## src/shared/mirb_pkg.sv

```systemverilog
// constants and layouts shared by the instrument register bank
package mirb_pkg;

   // ---------------------------------------------------------------
   // clock and timing
   // ---------------------------------------------------------------
   localparam int unsigned CLK_HZ          = 125000000;          // 8 ns period
   localparam int unsigned HOUR_S          = 3600;               // one service hour
   localparam logic [39:0] HOUR_CYCLES     = 40'(64'(CLK_HZ) * 64'(HOUR_S));
   localparam int unsigned SERIAL_BAUD     = 57600;              // bits per second
   localparam logic [11:0] BAUD_CYCLES     = 12'(CLK_HZ / SERIAL_BAUD);
   localparam int unsigned SERIAL_DATA_BITS = 8;
   localparam int unsigned SERIAL_STOP_BITS = 1;
   localparam logic        SERIAL_PARITY_EVEN = 1'b1;
   localparam int unsigned TCP_SERVICE_PORT = 502;

   // ---------------------------------------------------------------
   // register tables and offsets
   // ---------------------------------------------------------------
   localparam logic [1:0]  TBL_COIL        = 2'h0;
   localparam logic [1:0]  TBL_DISCRETE    = 2'h1;
   localparam logic [1:0]  TBL_HOLDING     = 2'h2;
   localparam logic [1:0]  TBL_INPUT       = 2'h3;

   localparam logic [15:0] COIL_RESET_WARN    = 16'h0000;
   localparam logic [15:0] COIL_PUMP_STANDBY  = 16'h0001;
   localparam logic [15:0] COIL_SVC_RESTART   = 16'h0002;
   localparam logic [15:0] COIL_WARN_HOLD     = 16'h0003;
   localparam logic [15:0] COIL_CTRL_RESTART  = 16'h0004;
   localparam logic [15:0] COIL_LAST          = 16'h0004;

   localparam logic [15:0] DI_SVC_REMINDER    = 16'h0000;
   localparam logic [15:0] DI_LAST            = 16'h0006;   // 1..6 from warning inputs

   localparam logic [15:0] HOLD_NODE_ADDR     = 16'h0000;

   localparam logic [15:0] IR_TANK_PRESSURE   = 16'h0000;
   localparam logic [15:0] IR_OUTLET_PRESSURE = 16'h0002;
   localparam logic [15:0] IR_SCRUB_TEMP      = 16'h0004;
   localparam logic [15:0] IR_ENCL_TEMP       = 16'h0006;
   localparam logic [15:0] IR_PUMP_DUTY       = 16'h0008;
   localparam logic [15:0] IR_HEATER_DUTY     = 16'h000a;
   localparam logic [15:0] IR_SVC_HOURS       = 16'h000c;
   localparam logic [15:0] IR_REF_VOLTAGE     = 16'h000e;
   localparam logic [15:0] IR_MODEL_CODE      = 16'h001e;
   localparam logic [15:0] IR_UNIT_SERIAL     = 16'h0020;
   localparam logic [15:0] IR_FW_PART         = 16'h0022;
   localparam logic [15:0] IR_FW_VERSION      = 16'h0024;

   // ---------------------------------------------------------------
   // values, reset values and exception answers
   // ---------------------------------------------------------------
   localparam logic [7:0]  NODE_ADDR_MIN   = 8'h01;
   localparam logic [7:0]  NODE_ADDR_MAX   = 8'hf7;              // 247
   localparam logic [7:0]  NODE_ADDR_RST   = 8'h01;
   localparam logic        RESET_WARN_RST  = 1'b1;
   localparam logic [15:0] SVC_HOURS_DFLT  = 16'h03e8;           // plain default
   localparam logic [7:0]  EXC_NONE        = 8'h00;
   localparam logic [7:0]  EXC_ILL_FUNC    = 8'h01;
   localparam logic [7:0]  EXC_ILL_ADDR    = 8'h02;
   localparam logic [7:0]  EXC_ILL_VALUE   = 8'h03;

endpackage : mirb_pkg

```

## src/design/mirb_register_bank.sv

```systemverilog
// instrument register bank behind the remote master's request port
//
// Behaviour
// - five read/write coils at addresses 0 to 4
// - seven read-only discrete inputs at addresses 0 to 6
// - holding register 0 keeps the node address; only 1 to 247 accepted
// - input registers are 32-bit floats, two words each, even addresses
// - pump and heater duty read as fractions, 1.0 meaning full duty
// - a controller restart or power-up sets the reset warning coil to 1
// - reset warning clears on a written 0 or at end of warm-up
// - while the hold coil is 1, warm-up end leaves the warning set
// - writing 1 to the standby coil stops the pump, heaters keep running
// - writing 0 to the standby coil resumes normal pump operation
// - service timer counts operating hours left, read as a float
// - service reminder input reads 1 once the timer reaches zero
// - writing 1 to the service restart coil clears reminder, reloads timer
// - node address resets to 1 and a new value applies at once
// - serial link defaults to 57600 baud, 8 data bits, even, 1 stop
// - only one transport, serial or network, is enabled at a time
`timescale 1ns/1ps
module mirb_register_bank #(
   parameter logic [39:0] HOUR_CYCLES  = mirb_pkg::HOUR_CYCLES,
   parameter logic [15:0] SVC_HOURS    = mirb_pkg::SVC_HOURS_DFLT,
   parameter logic [31:0] MODEL_CODE   = 32'h00000001,   // arbitrary value
   parameter logic [31:0] UNIT_SERIAL  = 32'h00000002,   // arbitrary value
   parameter logic [31:0] FW_PART      = 32'h00000003,   // arbitrary value
   parameter logic [31:0] FW_VERSION   = 32'h3f800000    // arbitrary value
) (
   input  wire logic        clk,
   input  wire logic        rst_n,
   input  wire logic        req_valid,
   input  wire logic        req_write,
   input  wire logic [1:0]  req_table,
   input  wire logic [15:0] req_addr,
   input  wire logic [15:0] req_wdata,
   output logic             rsp_valid,
   output logic [15:0]      rsp_data,
   output logic [7:0]       rsp_exc,
   input  wire logic        warmup_end,
   input  wire logic [5:0]  warn_in,
   input  wire logic        transport_net,
   input  wire logic [31:0] tank_pressure,
   input  wire logic [31:0] outlet_pressure,
   input  wire logic [31:0] scrub_temp,
   input  wire logic [31:0] encl_temp,
   input  wire logic [31:0] pump_duty,
   input  wire logic [31:0] heater_duty,
   input  wire logic [31:0] ref_voltage,
   output logic             pump_enable,
   output logic             ctrl_restart,
   output logic [7:0]       node_address,
   output logic             serial_enable,
   output logic             net_enable,
   output logic             serial_bit_tick,
   output logic             reset_warning,
   output logic             service_reminder
);

   // ---------------------------------------------------------------
   // state
   // ---------------------------------------------------------------
   typedef struct packed {
      logic        rsp_valid;
      logic [15:0] rsp_data;
      logic [7:0]  rsp_exc;
      logic        reset_warn;
      logic        warn_hold;
      logic        standby;
      logic        pump_en;
      logic [7:0]  node_addr;
      logic [15:0] hours_left;
      logic        reminder;
      logic [39:0] hour_cnt;
      logic [5:0]  warn;
      logic        restart;
      logic        serial_en;
      logic        net_en;
      logic [11:0] baud_cnt;
      logic        baud_tick;
   } mirb_state_t;

   mirb_state_t st_ff;
   mirb_state_t nxt_st;

   // ---------------------------------------------------------------
   // helpers
   // ---------------------------------------------------------------
   // whole hours to single float; exact since 16 bits fit the mantissa
   function automatic logic [31:0] mirb_u16_to_f32(input logic [15:0] v);
      logic [4:0]  msb;
      logic [38:0] sh;
      msb = 5'h00;
      for (int i = 0; i < 16; i++) begin
         if (v[i]) begin
            msb = 5'(i);
         end
      end
      sh = {23'h000000, v} << (5'd23 - msb);
      if (v == 16'h0000) begin
         return 32'h00000000;
      end
      return {1'b0, 8'(8'd127 + {3'h0, msb}), sh[22:0]};
   endfunction : mirb_u16_to_f32

   logic [31:0] rd_word;       // selected 32-bit input value
   logic        rd_word_ok;
   logic [15:0] even_addr;
   logic        wr_coil;
   logic        wr_hold;
   logic        restart_evt;
   logic [6:0]  di_bits;       // discrete inputs, reminder at address 0

   // input register pair select; high word sits at the even address
   always_comb begin
      even_addr  = {req_addr[15:1], 1'b0};
      rd_word    = 32'h00000000;
      rd_word_ok = 1'b1;
      unique case (even_addr)
         mirb_pkg::IR_TANK_PRESSURE:   rd_word = tank_pressure;
         mirb_pkg::IR_OUTLET_PRESSURE: rd_word = outlet_pressure;
         mirb_pkg::IR_SCRUB_TEMP:      rd_word = scrub_temp;
         mirb_pkg::IR_ENCL_TEMP:       rd_word = encl_temp;
         mirb_pkg::IR_PUMP_DUTY:       rd_word = pump_duty;
         mirb_pkg::IR_HEATER_DUTY:     rd_word = heater_duty;
         mirb_pkg::IR_SVC_HOURS:       rd_word = mirb_u16_to_f32(st_ff.hours_left);
         mirb_pkg::IR_REF_VOLTAGE:     rd_word = ref_voltage;
         mirb_pkg::IR_MODEL_CODE:      rd_word = MODEL_CODE;
         mirb_pkg::IR_UNIT_SERIAL:     rd_word = UNIT_SERIAL;
         mirb_pkg::IR_FW_PART:         rd_word = FW_PART;
         mirb_pkg::IR_FW_VERSION:      rd_word = FW_VERSION;
         default:                      rd_word_ok = 1'b0;
      endcase
   end

   assign di_bits = {st_ff.warn, st_ff.reminder};
   assign wr_coil = req_valid && req_write && (req_table == mirb_pkg::TBL_COIL);
   assign wr_hold = req_valid && req_write && (req_table == mirb_pkg::TBL_HOLDING)
                    && (req_addr == mirb_pkg::HOLD_NODE_ADDR);
   assign restart_evt = wr_coil && (req_addr == mirb_pkg::COIL_CTRL_RESTART)
                        && req_wdata[0];

   // ---------------------------------------------------------------
   // next state
   // ---------------------------------------------------------------
   always_comb begin
      nxt_st           = st_ff;
      nxt_st.rsp_valid = req_valid;
      nxt_st.rsp_data  = 16'h0000;
      nxt_st.rsp_exc   = mirb_pkg::EXC_NONE;
      nxt_st.restart   = 1'b0;
      nxt_st.warn      = warn_in;

      // request decode; the answer follows one edge later
      if (req_valid) begin
         unique case (req_table)
            mirb_pkg::TBL_COIL: begin
               if (req_addr > mirb_pkg::COIL_LAST) begin
                  nxt_st.rsp_exc = mirb_pkg::EXC_ILL_ADDR;
               end else if (!req_write) begin
                  unique case (req_addr[2:0])
                     3'h0:    nxt_st.rsp_data = {15'h0000, st_ff.reset_warn};
                     3'h1:    nxt_st.rsp_data = {15'h0000, st_ff.standby};
                     3'h3:    nxt_st.rsp_data = {15'h0000, st_ff.warn_hold};
                     default: nxt_st.rsp_data = 16'h0000;   // action coils read 0
                  endcase
               end else begin
                  nxt_st.rsp_data = req_wdata;
               end
            end
            mirb_pkg::TBL_DISCRETE: begin
               if (req_write) begin
                  nxt_st.rsp_exc = mirb_pkg::EXC_ILL_FUNC;
               end else if (req_addr > mirb_pkg::DI_LAST) begin
                  nxt_st.rsp_exc = mirb_pkg::EXC_ILL_ADDR;
               end else begin
                  nxt_st.rsp_data = {15'h0000, di_bits[req_addr[2:0]]};
               end
            end
            mirb_pkg::TBL_HOLDING: begin
               if (req_addr != mirb_pkg::HOLD_NODE_ADDR) begin
                  nxt_st.rsp_exc = mirb_pkg::EXC_ILL_ADDR;
               end else if (!req_write) begin
                  nxt_st.rsp_data = {8'h00, st_ff.node_addr};
               end else if (req_wdata < {8'h00, mirb_pkg::NODE_ADDR_MIN} ||
                            req_wdata > {8'h00, mirb_pkg::NODE_ADDR_MAX}) begin
                  nxt_st.rsp_exc = mirb_pkg::EXC_ILL_VALUE;
               end else begin
                  nxt_st.rsp_data  = req_wdata;
                  nxt_st.node_addr = req_wdata[7:0];
               end
            end
            mirb_pkg::TBL_INPUT: begin
               if (req_write) begin
                  nxt_st.rsp_exc = mirb_pkg::EXC_ILL_FUNC;
               end else if (!rd_word_ok) begin
                  nxt_st.rsp_exc = mirb_pkg::EXC_ILL_ADDR;
               end else begin
                  nxt_st.rsp_data = req_addr[0] ? rd_word[15:0] : rd_word[31:16];
               end
            end
         endcase
      end

      // coil actions
      if (wr_coil && req_addr == mirb_pkg::COIL_PUMP_STANDBY) begin
         nxt_st.standby = req_wdata[0];
      end
      nxt_st.pump_en = !nxt_st.standby;   // own flop, so the pin has no gate after it
      if (wr_coil && req_addr == mirb_pkg::COIL_WARN_HOLD) begin
         nxt_st.warn_hold = req_wdata[0];
      end
      nxt_st.restart = restart_evt;

      // reset warning: warm-up clear, write, then restart set wins
      if (warmup_end && !st_ff.warn_hold) begin
         nxt_st.reset_warn = 1'b0;
      end
      if (wr_coil && req_addr == mirb_pkg::COIL_RESET_WARN) begin
         nxt_st.reset_warn = req_wdata[0];
      end
      if (restart_evt) begin
         nxt_st.reset_warn = 1'b1;
      end

      // service countdown runs on pump operating hours only
      if (!st_ff.standby && st_ff.hours_left != 16'h0000) begin
         if (st_ff.hour_cnt >= HOUR_CYCLES - 40'h1) begin
            nxt_st.hour_cnt   = 40'h0;
            nxt_st.hours_left = st_ff.hours_left - 16'h0001;
         end else begin
            nxt_st.hour_cnt = st_ff.hour_cnt + 40'h1;
         end
      end
      if (st_ff.hours_left == 16'h0000) begin
         nxt_st.reminder = 1'b1;
      end
      // reload removes the cause, so the reload takes precedence here
      if (wr_coil && req_addr == mirb_pkg::COIL_SVC_RESTART && req_wdata[0]) begin
         nxt_st.reminder   = 1'b0;
         nxt_st.hours_left = SVC_HOURS;
         nxt_st.hour_cnt   = 40'h0;
      end

      // transport select, never both enabled
      nxt_st.serial_en = !transport_net;
      nxt_st.net_en    = transport_net;

      // serial bit-rate enable for the framing layer
      nxt_st.baud_tick = 1'b0;
      if (st_ff.baud_cnt >= mirb_pkg::BAUD_CYCLES - 12'h001) begin
         nxt_st.baud_cnt  = 12'h000;
         nxt_st.baud_tick = st_ff.serial_en;
      end else begin
         nxt_st.baud_cnt = st_ff.baud_cnt + 12'h001;
      end
   end

   // ---------------------------------------------------------------
   // registers
   // ---------------------------------------------------------------
   // power-up is itself a restart, hence warning reset value of one
   always_ff @(posedge clk) begin
      if (!rst_n) begin
         st_ff            <= '0;
         st_ff.reset_warn <= mirb_pkg::RESET_WARN_RST;
         st_ff.node_addr  <= mirb_pkg::NODE_ADDR_RST;
         st_ff.hours_left <= SVC_HOURS;
         st_ff.serial_en  <= 1'b1;
         st_ff.pump_en    <= 1'b1;
      end else begin
         st_ff <= nxt_st;
      end
   end

   assign rsp_valid        = st_ff.rsp_valid;
   assign rsp_data         = st_ff.rsp_data;
   assign rsp_exc          = st_ff.rsp_exc;
   assign pump_enable      = st_ff.pump_en;
   assign ctrl_restart     = st_ff.restart;
   assign node_address     = st_ff.node_addr;
   assign serial_enable    = st_ff.serial_en;
   assign net_enable       = st_ff.net_en;
   assign serial_bit_tick  = st_ff.baud_tick;
   assign reset_warning    = st_ff.reset_warn;
   assign service_reminder = st_ff.reminder;

   // ---------------------------------------------------------------
   // assertions
   // ---------------------------------------------------------------
   property p_addr_default;
      @(posedge clk) $past(!rst_n) |-> node_address == mirb_pkg::NODE_ADDR_RST;
   endproperty
   a_addr_default: assert property (p_addr_default)
      else $error("node address not 1 after reset");

   property p_addr_range;
      @(posedge clk) disable iff (!rst_n)
      (wr_hold && (req_wdata == 16'h0000 || req_wdata > 16'h00f7))
      |=> rsp_exc == mirb_pkg::EXC_ILL_VALUE && $stable(node_address);
   endproperty
   a_addr_range: assert property (p_addr_range)
      else $error("out of range address accepted");

   property p_addr_now;
      @(posedge clk) disable iff (!rst_n)
      (wr_hold && req_wdata >= 16'h0001 && req_wdata <= 16'h00f7)
      |=> node_address == $past(req_wdata[7:0]);
   endproperty
   a_addr_now: assert property (p_addr_now)
      else $error("node address not applied at once");

   property p_restart_warn;
      @(posedge clk) disable iff (!rst_n)
      restart_evt |=> ctrl_restart && reset_warning ##1 (!ctrl_restart || $past(restart_evt));
   endproperty
   a_restart_warn: assert property (p_restart_warn)
      else $error("restart did not pulse or set warning");

   property p_warn_held;
      @(posedge clk) disable iff (!rst_n)
      (st_ff.warn_hold && reset_warning && warmup_end && !wr_coil) |=> reset_warning;
   endproperty
   a_warn_held: assert property (p_warn_held)
      else $error("held warning cleared by warm-up");

   property p_warn_auto;
      @(posedge clk) disable iff (!rst_n)
      (!st_ff.warn_hold && warmup_end && !wr_coil) |=> !reset_warning;
   endproperty
   a_warn_auto: assert property (p_warn_auto)
      else $error("warning not cleared at warm-up end");

   property p_standby;
      @(posedge clk) disable iff (!rst_n)
      (wr_coil && req_addr == mirb_pkg::COIL_PUMP_STANDBY)
      |=> pump_enable == !$past(req_wdata[0]);
   endproperty
   a_standby: assert property (p_standby)
      else $error("pump enable does not follow standby coil");

   property p_reminder;
      @(posedge clk) disable iff (!rst_n)
      (st_ff.hours_left == 16'h0000 && !wr_coil) |=> service_reminder;
   endproperty
   a_reminder: assert property (p_reminder)
      else $error("reminder not set at zero hours");

   property p_svc_restart;
      @(posedge clk) disable iff (!rst_n)
      (wr_coil && req_addr == mirb_pkg::COIL_SVC_RESTART && req_wdata[0])
      |=> !service_reminder && st_ff.hours_left == SVC_HOURS;
   endproperty
   a_svc_restart: assert property (p_svc_restart)
      else $error("service restart did not reload");

   property p_one_transport;
      @(posedge clk) disable iff (!rst_n) !(serial_enable && net_enable);
   endproperty
   a_one_transport: assert property (p_one_transport)
      else $error("both transports enabled");

   property p_answer;
      @(posedge clk) disable iff (!rst_n) req_valid |=> rsp_valid ##1 $past(req_valid) == rsp_valid;
   endproperty
   a_answer: assert property (p_answer)
      else $error("answer not one cycle after request");

   c_standby:  cover property (@(posedge clk) disable iff (!rst_n) $fell(pump_enable));
   c_reminder: cover property (@(posedge clk) disable iff (!rst_n) $rose(service_reminder));
   c_restart:  cover property (@(posedge clk) disable iff (!rst_n) ctrl_restart);
   c_bad_addr: cover property (@(posedge clk) disable iff (!rst_n)
                               rsp_exc == mirb_pkg::EXC_ILL_VALUE);

endmodule : mirb_register_bank

```

## config.mk

```make
export PLATFORM = sky130hd
export DESIGN_NAME = mirb_register_bank
export DESIGN_NICKNAME = d
export VERILOG_FILES = /design/src/shared/mirb_pkg.sv /design/src/design/mirb_register_bank.sv
export SDC_FILE = /design/constraint.sdc
export NUM_CORES = 1
export LEC_CHECK = 0
export BUFFER_PORTS_ARGS = -buffer_cell sky130_fd_sc_hd__buf_4
export CORE_UTILIZATION = 30
export CTS_BUF_LIST = sky130_fd_sc_hd__clkbuf_16
export CTS_CLUSTER_SIZE = 25
export DETAILED_ROUTE_END_ITERATION = 8
export PLACE_DENSITY = 0.63
export SLEW_MARGIN = 20
export SYNTH_ARGS = -nofsm -noshare
export SYNTH_HDL_FRONTEND = slang
export SYNTH_SLANG_ARGS = --single-unit
```

## constraint.sdc

```tcl
create_clock -name clk -period 2.3 [get_ports clk]
set_input_delay 0 -clock clk [delete_from_list [all_inputs] [get_ports clk]]
set_output_delay 0 -clock clk [all_outputs]
set_load 0.01 [all_outputs]
```

==> results of run 1 <==
power groups by stage:
stage | logic, uW | registers (uW) | clock network (uW)
2_1_floorplan | 171 | 1980 | 0
3_3_place_gp | 689 | 1980 | 0
3_5_place_dp | 689 | 1980 | 0
4_1_cts | 723 | 1930 | 1650
5_1_grt | 783 | 1930 | 1730
6_report | 740 | 1930 | 1610
logic make-up after synthesis:
family                   Yosys count
AND/OR/NAND/NOR                  397
AO/OA/AOI/OAI                    292
buffers and inverters            120
flip-flops                       110
XOR/XNOR                          62
multiplexers                      15
adder cells (fa/ha/maj)            7
other                              1
worst max-delay path, delay by kind of cell, from the launching register on:
family / cells / cell delay, ns
compound gates: 5 / 0.99
buf+inv: 3 / 0.49
flops: 1 / 0.33
simple gates: 3 / 0.47
flip-flops by register name (all words and copies together) (netlist names):
register          flops
st_ff                70
rsp_data             16
node_address          8
di_bits               6
rsp_exc               2
ctrl_restart          1
net_enable            1
pump_enable           1
reset_warning         1
rsp_valid             1
serial_bit_tick       1
serial_enable         1
service_reminder      1
per-layer routing:
metal | up-vias | track usage (%) | routed length [um]
met3 | 90 | 6.48 | 3400
met2 | 451 | 47.0 | 18100
met1 | 4745 | 37.5 | 17200
met4 | 0 | 10.3 | 1410
li1 | 4676 | - | -
met5 | - | 0 | 0
stage by stage:
step | total power (uW) | cells | instance area (um2)
after global placement | 2670 | 1751 | 11700
after global routing | 4440 | 1809 | 12900
after CTS | 4300 | 1799 | 12400
final | 4280 | 1810 | 12900
after floorplan | 2150 | 1009 | 8010
after detailed placement | 2670 | 1751 | 11700
how the worst max path moves through the flow:
stage,start,to,depth (start not counted)
floorplan,st_ff[72]$_SDFFE_PP1P_,rsp_data[10]$_SDFF_PN0_,12
global placement,st_ff[69]$_SDFFE_PP1P_,rsp_data[10]$_SDFF_PN0_,10
detailed placement,req_addr[6],rsp_data[11]$_SDFF_PN0_,9
CTS,st_ff[69]$_SDFFE_PP1P_,rsp_data[10]$_SDFF_PN0_,10
global route,st_ff[74]$_SDFFE_PP0P_,rsp_data[2]$_SDFF_PN0_,11
finish,st_ff[74]$_SDFFE_PP0P_,rsp_data[2]$_SDFF_PN0_,11
area by class of cell:
type                            instances  area, um2
Fill cell                            2559      13200
Multi-Input combinational cell        779       5510
Timing Repair Buffer                  537       4270
Sequential cell                       110       2230
Tap cell                              335        419
Clock buffer                            9        225
Inverter                               32        123
Clock inverter                          7       77.6
Antenna cell                            1       2.50
what timing repair did:
action                                  in CTS  in global routing
hold endpoints to repair                    25                  1
endpoints found under the setup margin      19                 54
pin swaps                                   10                 39
hold buffers                                23                  1
buffers inserted                             9                 14
gates resized for setup                     30                 78
cell usage after synthesis, drive strengths merged, types with 3 or more instances:
cell type,n
dfxtp,110
nor2,110
nand2,75
buf,67
nand3,61
a21oi,58
a22oi,39
o21ai,35
nor4,33
a221oi,32
inv,31
xnor2,31
xor2,31
a22o,29
nor3,27
clkbuf,21
a31oi,16
nor2b,15
and3,14
and2,12
mux2i,12
nand4,12
nand2b,9
a222oi,8
or4,8
a2111oi,7
a211oi,7
ha,7
o211ai,7
a21o,6
a32o,6
a221o,4
a41oi,4
o22ai,4
o31a,4
and4,3
o21a,3
or2,3
or3,3
==> summary.md, run 1 <==
| Metric | Value |
|---|---|
| Status | finished, violations left |
| Failing checks | setup timing |
| Place WS | -0.162 ns |
| Yosys Warn Count | 0 |
| FF-to-FF setup slack | -0.07 ns |
| Final GP Congestion | 1.03 |
| Row count | 59 |
| Hold Path Class | input pin to register |
| Post-synthesis simple-gate area fraction | roughly 27% |
| Clock Skews | between 0.01 and 0.015 ns |
| Vias in the first global route | between 9k and 10k |
| VDD IR-drop max | slightly below 300 uV |
| Setup violators final | 4 |
| Final HPWL DP | about 33000 um |
| Core area | 26100 um2 |
| Final Hold Viols | 0 |
| PwrDens | 333 nW/um2 |
| Critical path's slowest cell | a222oi_1 |
| XOR/XNOR Fraction of Synth Area | under 10% |
| Relative max-transition margin | about three fifths |
| CP required | 2.57 ns |
| Synth area leader | dfxtp_1 |
| Final WS setup | -0.0678 ns |
| Num ports | between 300 and 400 |
| Post-Syn Area | ~7900 um2 |
| H-tree depth | 3 |
| Critical Path AT | about 2.6 ns |
| Initial Util | between 30% and 40% |
| Seq/Total Area, Yosys | 27.7% |
| Routed WL per cell | 22.2 um |
| Pleak | approximately 0.0054 uW |
| Slew Viols, Final | 0 |
| Total CTS buffers | 9 |
| Clock share of power | between 30% and 40% |
| Worst-case reg-to-reg path depth | 11 |
| Mean Syn Cell Area | 7.92 um2 |
| Synth unique cells | between 80 and 90 |
| Antenna violations before repair | 1 |
| Clock latency on the worst-skew pair | 0.37 ns |
| R2R Path End | rsp_data[2]$_SDFF_PN0_ |
| Minimum clock period | 2.37 ns |
| Max_cap viols | 0 |
| Worst setup SP type | register |
| RSZ-0062 raised after global routing | true |
| Final core occ | 49.4% |
| Psw | 1170 uW |
| Layout area overhead | 61.9% |
| Most frequent cells in the layout | buf_4, nor2_1, dfxtp_1 |
| Main combinational cell family by area after synthesis | simple AND/OR/NAND/NOR gates |
| WL final | roughly 40000 um |
| Crit-path max FO | 4 |
| WHS Endpoint | rsp_data[5]$_SDFF_PN0_ |
| Layout cells sized above 1 | 43.4% |
| Combinational share of power | 17.3% |
| Internal Power | 3110 uW |
| Layout Nets | 1746 |
| Most common cell on crit path | buf_4 |
| Slew @ Worst Pin | ~0.56 ns |
| Setup_tns | -0.182 ns |
| First-pass GRT wire length | roughly 58000 um |
| Worst setup path class | register to register |
| Worst path max stage delay | 0.34 ns |
| GRT overflow | 0 |
| Total track usage | 29.0% |
| FF-to-FF Start | st_ff[74]$_SDFFE_PP0P_ |
| Root Buffer | clkbuf_16 |
| Sequential Power Share | between 40% and 50% |
| Post-route ant nets | 0 |
| Critical path endpoint category | register |
| Post-synth top area share | around 28% |
| Clock tree from TritonCTS | built |
| DR vias/cell | about 5.5 |
| Post-synth top flop | dfxtp_1 |
| Pin count of the biggest net entering global routing | 32 |
| Post-synthesis register bit count | 110 |
| Post-synthesis compound-gate area fraction | 26.6% |
| Final Cycle Share | 103% |
| Async set or reset register ratio after synthesis | 0% |
| Post-synth EDFFs | 0 |
| Clock Pin Slew Worst Setup and Hold Paths | 0.08 ns |
| Top cells by area, synth | dfxtp_1, nor2_1, nand3_1, a22oi_1, buf_4 |
| Sw frac | approximately 27% |
| First-pass iteration count of the detailed router | 6 |
| Worst hold slack | between 0.01 and 0.015 ns |
| DRC viols | 0 |
| Die height | about 160 um |
| Proportion of synthesized area in mux cells | 2.08% |
| Detailed Route Iter0 Violations | ~870 |
| Commonest non-fill, non-tap cell in the layout | buf_4 |
| Via count | between 9k and 10k |
| Hold depth | 4 |
| Adder-Cell Fraction of Synth Area | under 10% |
| F_max | 422 MHz |
| Die ar. | 27100 um2 |
| Critical-path cell list | buf_6, nor4_4, o31ai_2, buf_4, a21oi_4, nor3_4, a222oi_1, buf_4, nand2b_4, o211ai_1, a32o_1 |
| Min-delay src | pump_duty[5] |
| Post-Synthesis Cells | about 1.0k |
| Die X | about 160 um |
| PortBufs | between 300 and 400 |
| Clk sinks | 110 |
| Clock Tree Buf Depth | 2 |
Power figures use the tool's default switching activity.
==> run 2: changes to the inputs <==
--- a/config.mk
+++ b/config.mk
@@ -6,6 +6,7 @@
 export NUM_CORES = 1
 export LEC_CHECK = 0
 export BUFFER_PORTS_ARGS = -buffer_cell sky130_fd_sc_hd__buf_4
+export CAP_MARGIN = 25
 export CORE_UTILIZATION = 30
 export CTS_BUF_LIST = sky130_fd_sc_hd__clkbuf_16
 export CTS_CLUSTER_SIZE = 25
==> constraint.sdc (replaced) <==
create_clock -name clk -period 2 [get_ports clk]
set_input_delay 0 -clock clk [delete_from_list [all_inputs] [get_ports clk]]
set_output_delay 0 -clock clk [all_outputs]
set_load 0.01 [all_outputs]
==> summary.md, run 2 (synthesis results as in run 1) <==
| Metric | Value |
|---|---|
| First-pass iteration count of the detailed router | 5 (-1) |
| Commonest non-fill, non-tap cell in the layout | buf_4 |
| Clock Pin Slew Worst Setup and Hold Paths | 0.08 ns (about the same) |
| Setup_tns | -11.40 ns (-11.21 ns) |
| Min-delay src | req_wdata[9] |
| FF-to-FF setup slack | -0.32 ns (-0.26 ns) |
| Cell area after layout | 14500 um2 (+13%) |
| Critical path endpoint category | register |
| H-tree depth | 3 (unchanged) |
| Slew @ Worst Pin | 0.786 ns (+0.225 ns) |
| Row count | 59 (unchanged) |
| Max reg flops | 70 (unchanged) |
| Clock Tree Buf Depth | 2 (unchanged) |
| Minimum clock period | 2.32 ns (-0.0429 ns) |
| Finished Layout Cells | 1888 (+4.3%) |
| Initial Util | 30.5% (unchanged) |
| Post-route ant nets | 0 (unchanged) |
| Clock latency on the worst-skew pair | 0.36 ns (about the same) |
| Final WS setup | -0.325 ns (-0.257 ns) |
| CP required | 2.26 ns (-0.31 ns) |
| Total CTS buffers | 9 (unchanged) |
| Failing checks | setup timing |
| R2R Path End | rsp_data[10]$_SDFF_PN0_ |
| Antenna violations before repair | 0 (-1) |
| FF-to-FF Start | st_ff[72]$_SDFFE_PP1P_ |
| Core area | 26100 um2 (unchanged) |
| Worst setup path class | register to register |
| Relative max-transition margin | 47.5% (-14 points) |
| Routed WL per cell | 22.0 um (-0.66%) |
| WHS Endpoint | rsp_data[9]$_SDFF_PN0_ |
| Hold depth | 4 (unchanged) |
| Layout Nets | 1825 (+4.5%) |
| Final HPWL DP | 32600 um (-0.95%) |
| VDD IR-drop max | 392 uV (+33%) |
| Crit-path max FO | 5 (+1) |
| Via count | 10.4k (+4.0%) |
| Layout cells sized above 1 | 53.5% (+10 points) |
| Total track usage | 30.0% (+1.0 points) |
| Die height | 165 um (unchanged) |
| Clk sinks | 110 (unchanged) |
| DR vias/cell | 5.49 (-0.31%) |
| Cell area after placement | 12400 um2 (+5.7%) |
| Total power | 5070 uW (+18%) |
| Biggest register | st_ff |
| Final Cycle Share | 116% (+13 points) |
| Final GP Congestion | 0.997 (-2.9%) |
| Worst hold slack | 0.0229 ns (+0.0122 ns) |
| Worst-case reg-to-reg path depth | 10 (-1) |
| GRT overflow | 0 (unchanged) |
| Hold Path Class | input pin to register |
| DRC viols | 0 (unchanged) |
| Vias in the first global route | 10.3k (+7.4%) |
| Max_cap viols | 0 (unchanged) |
| PortBufs | 303 (unchanged) |
| Critical Path AT | 2.58 ns (-0.06 ns) |
| Die ar. | 27100 um2 (unchanged) |
| Ant diodes | 0 (-1) |
| RSZ-0062 raised after global routing | true |
| Final Hold Viols | 0 (unchanged) |
| Detailed Route Iter0 Violations | 919 (+6.2%) |
| Num ports | 310 (unchanged) |
| Pin count of the biggest net entering global routing | 25 (-22%) |
| Layout area overhead | 82.2% |
| WL final | 41600 um (+3.6%) |
| Cell count after placement | 1824 (+4.2%) |
| Die X | 165 um (unchanged) |
| Pleak | 0.00601 uW (+12%) |
| Root Buffer | clkbuf_16 |
| Most frequent cells in the layout | buf_4, dfxtp_1, nor2_1 |
| PwrDens | 350 nW/um2 (+5.2%) |
| F_max | 430 MHz (+1.8%) |
| Clock Skews | 0.0121 ns (+0.000789 ns) |
| Slew Viols, Final | 0 (unchanged) |
| Status | finished, violations left |
| Clock tree from TritonCTS | built |
| Worst setup SP type | register |
| Setup violators final | 71 (+67) |
| First-pass GRT wire length | 61100 um (+4.8%) |
==> run 2: cell count changes in the layout (fill, tap and decap cells not counted), moves of 9 or more <==
cell           delta
xnor2_1           -9
nand3_1          -11
dlygate4sd3_1    -11
xnor2_2           +9
buf_4            +60
buf_6            +26
nor2_4           +30
nor2_1           -36
xor2_2           +12
xor2_1           -14
==> run 2: worst max path at each step <==
stage | from | end | depth (start not counted) | slack (ns)
floorplan | st_ff[69]$_SDFFE_PP1P_ | rsp_data[10]$_SDFF_PN0_ | 11 | -0.29
global placement | req_addr[6] | rsp_data[3]$_SDFF_PN0_ | 8 | -0.45
detailed placement | st_ff[69]$_SDFFE_PP1P_ | rsp_data[10]$_SDFF_PN0_ | 10 | -0.47
CTS | st_ff[69]$_SDFFE_PP1P_ | rsp_data[10]$_SDFF_PN0_ | 10 | -0.37
global route | st_ff[64]$_SDFFE_PP0P_ | rsp_data[10]$_SDFF_PN0_ | 10 | -0.41
finish | st_ff[72]$_SDFFE_PP1P_ | rsp_data[10]$_SDFF_PN0_ | 10 | -0.32
==> run 2: critical path, cell delays in order, from the launching register on <==
cell and delay [ns]:
dfxtp_4 0.36, buf_4 0.13, nand2b_4 0.15, a2bb2oi_4 0.20
a211oi_4 0.07, a31o_2 0.30, a222oi_1 0.32, buf_4 0.18
buf_4 0.10, o21ai_0 0.11, a32o_1 0.29
==> run 2: what timing repair did <==
item                                    CTS  global route
setup buffers                            33             9
cloned                                    4             0
resized for setup                       185           106
pin swaps                                89            65
endpoints found under the hold margin    14             0
hold buffers                             13             0
endpoints found under the setup margin   72            72
==> run 2: layer usage <==
metal / part of all wire, % / up-vias / wire [um] / track usage, %
met5: 0 / - / 0 / 0
met1: 41 / 5015 / 17200 / 38.3
li1: - / 4815 / - / -
met3: 8.4 / 85 / 3480 / 6.78
met4: 3.3 / 0 / 1380 / 9.76
met2: 47 / 444 / 19500 / 49.8
==> run 2: final cells by class <==
type / instances / area, um2
clock buffers: 9 / 225
flip-flops and latches: 110 / 2240
multi-input cells: 779 / 6380
well taps: 335 / 419
fillers: 2350 / 11600
inverters: 32 / 120
repair buffers: 616 / 5010
clock inverters: 7 / 91.3
==> run 2: report_power, final <==
group,switching (uW),internal [uW]
Sequential,12.4,2200
Combinational,398,535
Clock,918,1010
Total,1330,3740
==> run 2: through the flow <==
stage               util, %  worst slack [ns]
global placement       47.6            -0.453
global route           55.6            -0.415
floorplan                 -            -0.286
CTS                    53.7            -0.368
finish                 55.6            -0.325
detailed placement     47.6            -0.474
==> run 3: changes to the inputs <==
--- a/config.mk
+++ b/config.mk
@@ -5,13 +5,15 @@
 export SDC_FILE = /design/constraint.sdc
 export NUM_CORES = 1
 export LEC_CHECK = 0
-export BUFFER_PORTS_ARGS = -buffer_cell sky130_fd_sc_hd__buf_4
+export BUFFER_PORTS_ARGS = -buffer_cell sky130_fd_sc_hd__buf_2
 export CAP_MARGIN = 25
+export CELL_PAD_IN_SITES_DETAIL_PLACEMENT = 1
+export CELL_PAD_IN_SITES_GLOBAL_PLACEMENT = 1
 export CORE_UTILIZATION = 30
 export CTS_BUF_LIST = sky130_fd_sc_hd__clkbuf_16
 export CTS_CLUSTER_SIZE = 25
 export DETAILED_ROUTE_END_ITERATION = 8
-export PLACE_DENSITY = 0.63
+export PLACE_DENSITY = 0.81
 export SLEW_MARGIN = 20
 export SYNTH_ARGS = -nofsm -noshare
 export SYNTH_HDL_FRONTEND = slang
==> summary.md, run 3 (synthesis results as in run 1) <==
| Metric | Value |
|---|---|
| Total track usage | 34.5% (+4.4 points) |
| WHS Endpoint | rsp_data[9]$_SDFF_PN0_ |
| Finished Layout Cells | 1923 (+1.9%) |
| Slew Viols, Final | 0 (unchanged) |
| DR vias/cell | 6.12 (+12%) |
| Footprint of the flip-flops and latches | 2240 um2 (+0.11%) |
| Pleak | 0.00592 uW (-1.5%) |
| Via count | 11.8k (+14%) |
| Critical path endpoint category | register |
| Final HPWL DP | 35000 um (+7.1%) |
| FF-to-FF Start | st_ff[22]$_SDFFE_PP0P_ |
| Die X | 165 um (unchanged) |
| Clock latency on the worst-skew pair | 0.39 ns (+0.03 ns) |
| Minimum clock period | 2.72 ns (+0.400 ns) |
| Most frequent cells in the layout | buf_2, buf_4, dfxtp_1 |
| Core area | 26100 um2 (unchanged) |
| CP required | 2.27 ns (about the same) |
| Critical Path AT | 3.00 ns (+0.42 ns) |
| Hold Path Class | input pin to register |
| Worst-case reg-to-reg path depth | 10 (unchanged) |
| H-tree depth | 3 (unchanged) |
| Clk sinks | 110 (unchanged) |
| Layout cells sized above 1 | 54.9% (+1.4 points) |
| Worst setup SP type | register |
| Antenna violations before repair | 4 (+4) |
| Min-delay src | heater_duty[9] |
| Final GP Congestion | 0.937 (-6.0%) |
| Total power | 4980 uW (-1.9%) |
| Layout Nets | 1857 (+1.8%) |
| Status | finished, violations left |
| Clock Skews | 0.0215 ns (+0.00945 ns) |
| Fillers | 3105 (+32%) |
| WL final | 55500 um (+33%) |
| Relative max-transition margin | 40.6% (-6.9 points) |
| R2R Path End | st_ff[78]$_SDFFE_PP0P_ |
| F_max | 367 MHz (-15%) |
| RSZ-0062 raised after global routing | true |
| Total CTS buffers | 9 (unchanged) |
| Clock tree from TritonCTS | built |
| Max_cap viols | 0 (unchanged) |
| Cell count after placement | 1839 (+0.82%) |
| VDD IR-drop max | 442 uV (+13%) |
| Die ar. | 27100 um2 (unchanged) |
| PortBufs | 303 (unchanged) |
| Crit-path max FO | 7 (+2) |
| Cell area after layout | 14100 um2 (-2.7%) |
| Post-route ant nets | 0 (unchanged) |
| Cell area after placement | 11700 um2 (-5.5%) |
| Multi-input gate area | 6480 um2 (+1.5%) |
| FF-to-FF setup slack | -0.72 ns (-0.40 ns) |
| Biggest register | st_ff |
| Layout area overhead | 77.3% |
| Detailed Route Iter0 Violations | 1140 (+24%) |
| Root Buffer | clkbuf_16 |
| Routed WL per cell | 28.9 um (+31%) |
| Clock Tree Buf Depth | 2 (unchanged) |
| Slew @ Worst Pin | 0.891 ns (+0.106 ns) |
| Setup violators final | 72 (+1.4%) |
| Pin count of the biggest net entering global routing | 29 (+16%) |
| Worst setup path class | register to register |
| DRC viols | 0 (unchanged) |
| First-pass GRT wire length | 69900 um (+14%) |
| Worst hold slack | 0.00735 ns (-0.0156 ns) |
| Hold depth | 5 (+1) |
| Vias in the first global route | 11.5k (+11%) |
| Num ports | 310 (unchanged) |
| Row count | 59 (unchanged) |
| Final core occ | 54.1% (-1.5 points) |
| PwrDens | 353 nW/um2 (+0.80%) |
| Commonest non-fill, non-tap cell in the layout | buf_2 |
| Clock Pin Slew Worst Setup and Hold Paths | 0.09 ns (about the same) |
| Failing checks | setup timing |
| Die height | 165 um (unchanged) |
| Final Cycle Share | 136% (+20 points) |
| Max reg flops | 70 (unchanged) |
| Final WS setup | -0.725 ns (-0.400 ns) |
| Final Hold Viols | 0 (unchanged) |
| First-pass iteration count of the detailed router | 7 (+2) |
| GRT overflow | 0 (unchanged) |
| Initial Util | 30.5% (unchanged) |
-- run 3: cell count changes in the layout (fill, tap and decap cells not counted), sizes merged --
| cell | previous run | this run |
|---|---|---|
| buf | 603 | 634 |
| clkbuf | 9 | 12 |
| diode | 0 | 3 |
| dlygate4sd3 | 13 | 11 |
| bufinv | 1 | 0 |
| clkinv | 4 | 5 |
-- run 3: area by class of cell --
class,count,area share [%]
multi-input combinational,779,46.0
sequential,110,15.9
antenna,3,0.0533
tap,335,2.97
timing repair buffer,648,32.1
inverter,32,0.870
clock inverter,7,0.550
clock buffer,9,1.60
-- run 3: worst max-delay path by stage --
stage	start	end
finish	st_ff[22]$_SDFFE_PP0P_	st_ff[78]$_SDFFE_PP0P_
global route	st_ff[22]$_SDFFE_PP0P_	st_ff[78]$_SDFFE_PP0P_
CTS	st_ff[70]$_SDFFE_PP1P_	rsp_data[10]$_SDFF_PN0_
detailed placement	req_addr[6]	rsp_data[3]$_SDFF_PN0_
global placement	req_addr[6]	rsp_data[3]$_SDFF_PN0_
floorplan	st_ff[69]$_SDFFE_PP1P_	rsp_data[10]$_SDFF_PN0_
-- run 3: timing repair --
item | CTS | global route
buffers inserted | 33 | 30
gates cloned | 0 | 4
pin swaps | 76 | 130
setup endpoints to repair | 72 | 72
hold endpoints to repair | 12 | 0
gates resized for setup | 128 | 182
hold buffers | 11 | 0
-- run 3: layer usage --
metal,GRT usage (%),wire length (um)
met1,40.0,20300
met3,8.99,5310
met4,16.9,3850
met5,0,27
met2,58.5,26000
-- run 3: critical path, stage by stage (launching register included) --
cell and delay, ns:
dfxtp_1 0.46, ha_1 0.25, nand4_1 0.10, o211ai_1 0.36, a41o_1 0.32, o21ai_4 0.10
buf_8 0.17, buf_4 0.14, nor4_4 0.28, xnor2_1 0.15, nor2_1 0.28
-- run 3: through the flow --
stage               TNS (ns)  setup WS (ns)
finish                -27.06         -0.725
CTS                    -9.36         -0.437
global placement      -12.24         -0.601
detailed placement    -18.37         -0.521
floorplan              -6.97         -0.286
global route          -32.29         -0.794
-- run 3: power breakdown --
part           switching [uW]  leakage [uW]  total (uW)  internal (uW)
registers                18.8      0.000894        2220           2200
logic                     432       0.00488         814            382
clock network            1050      0.000149        1940            893
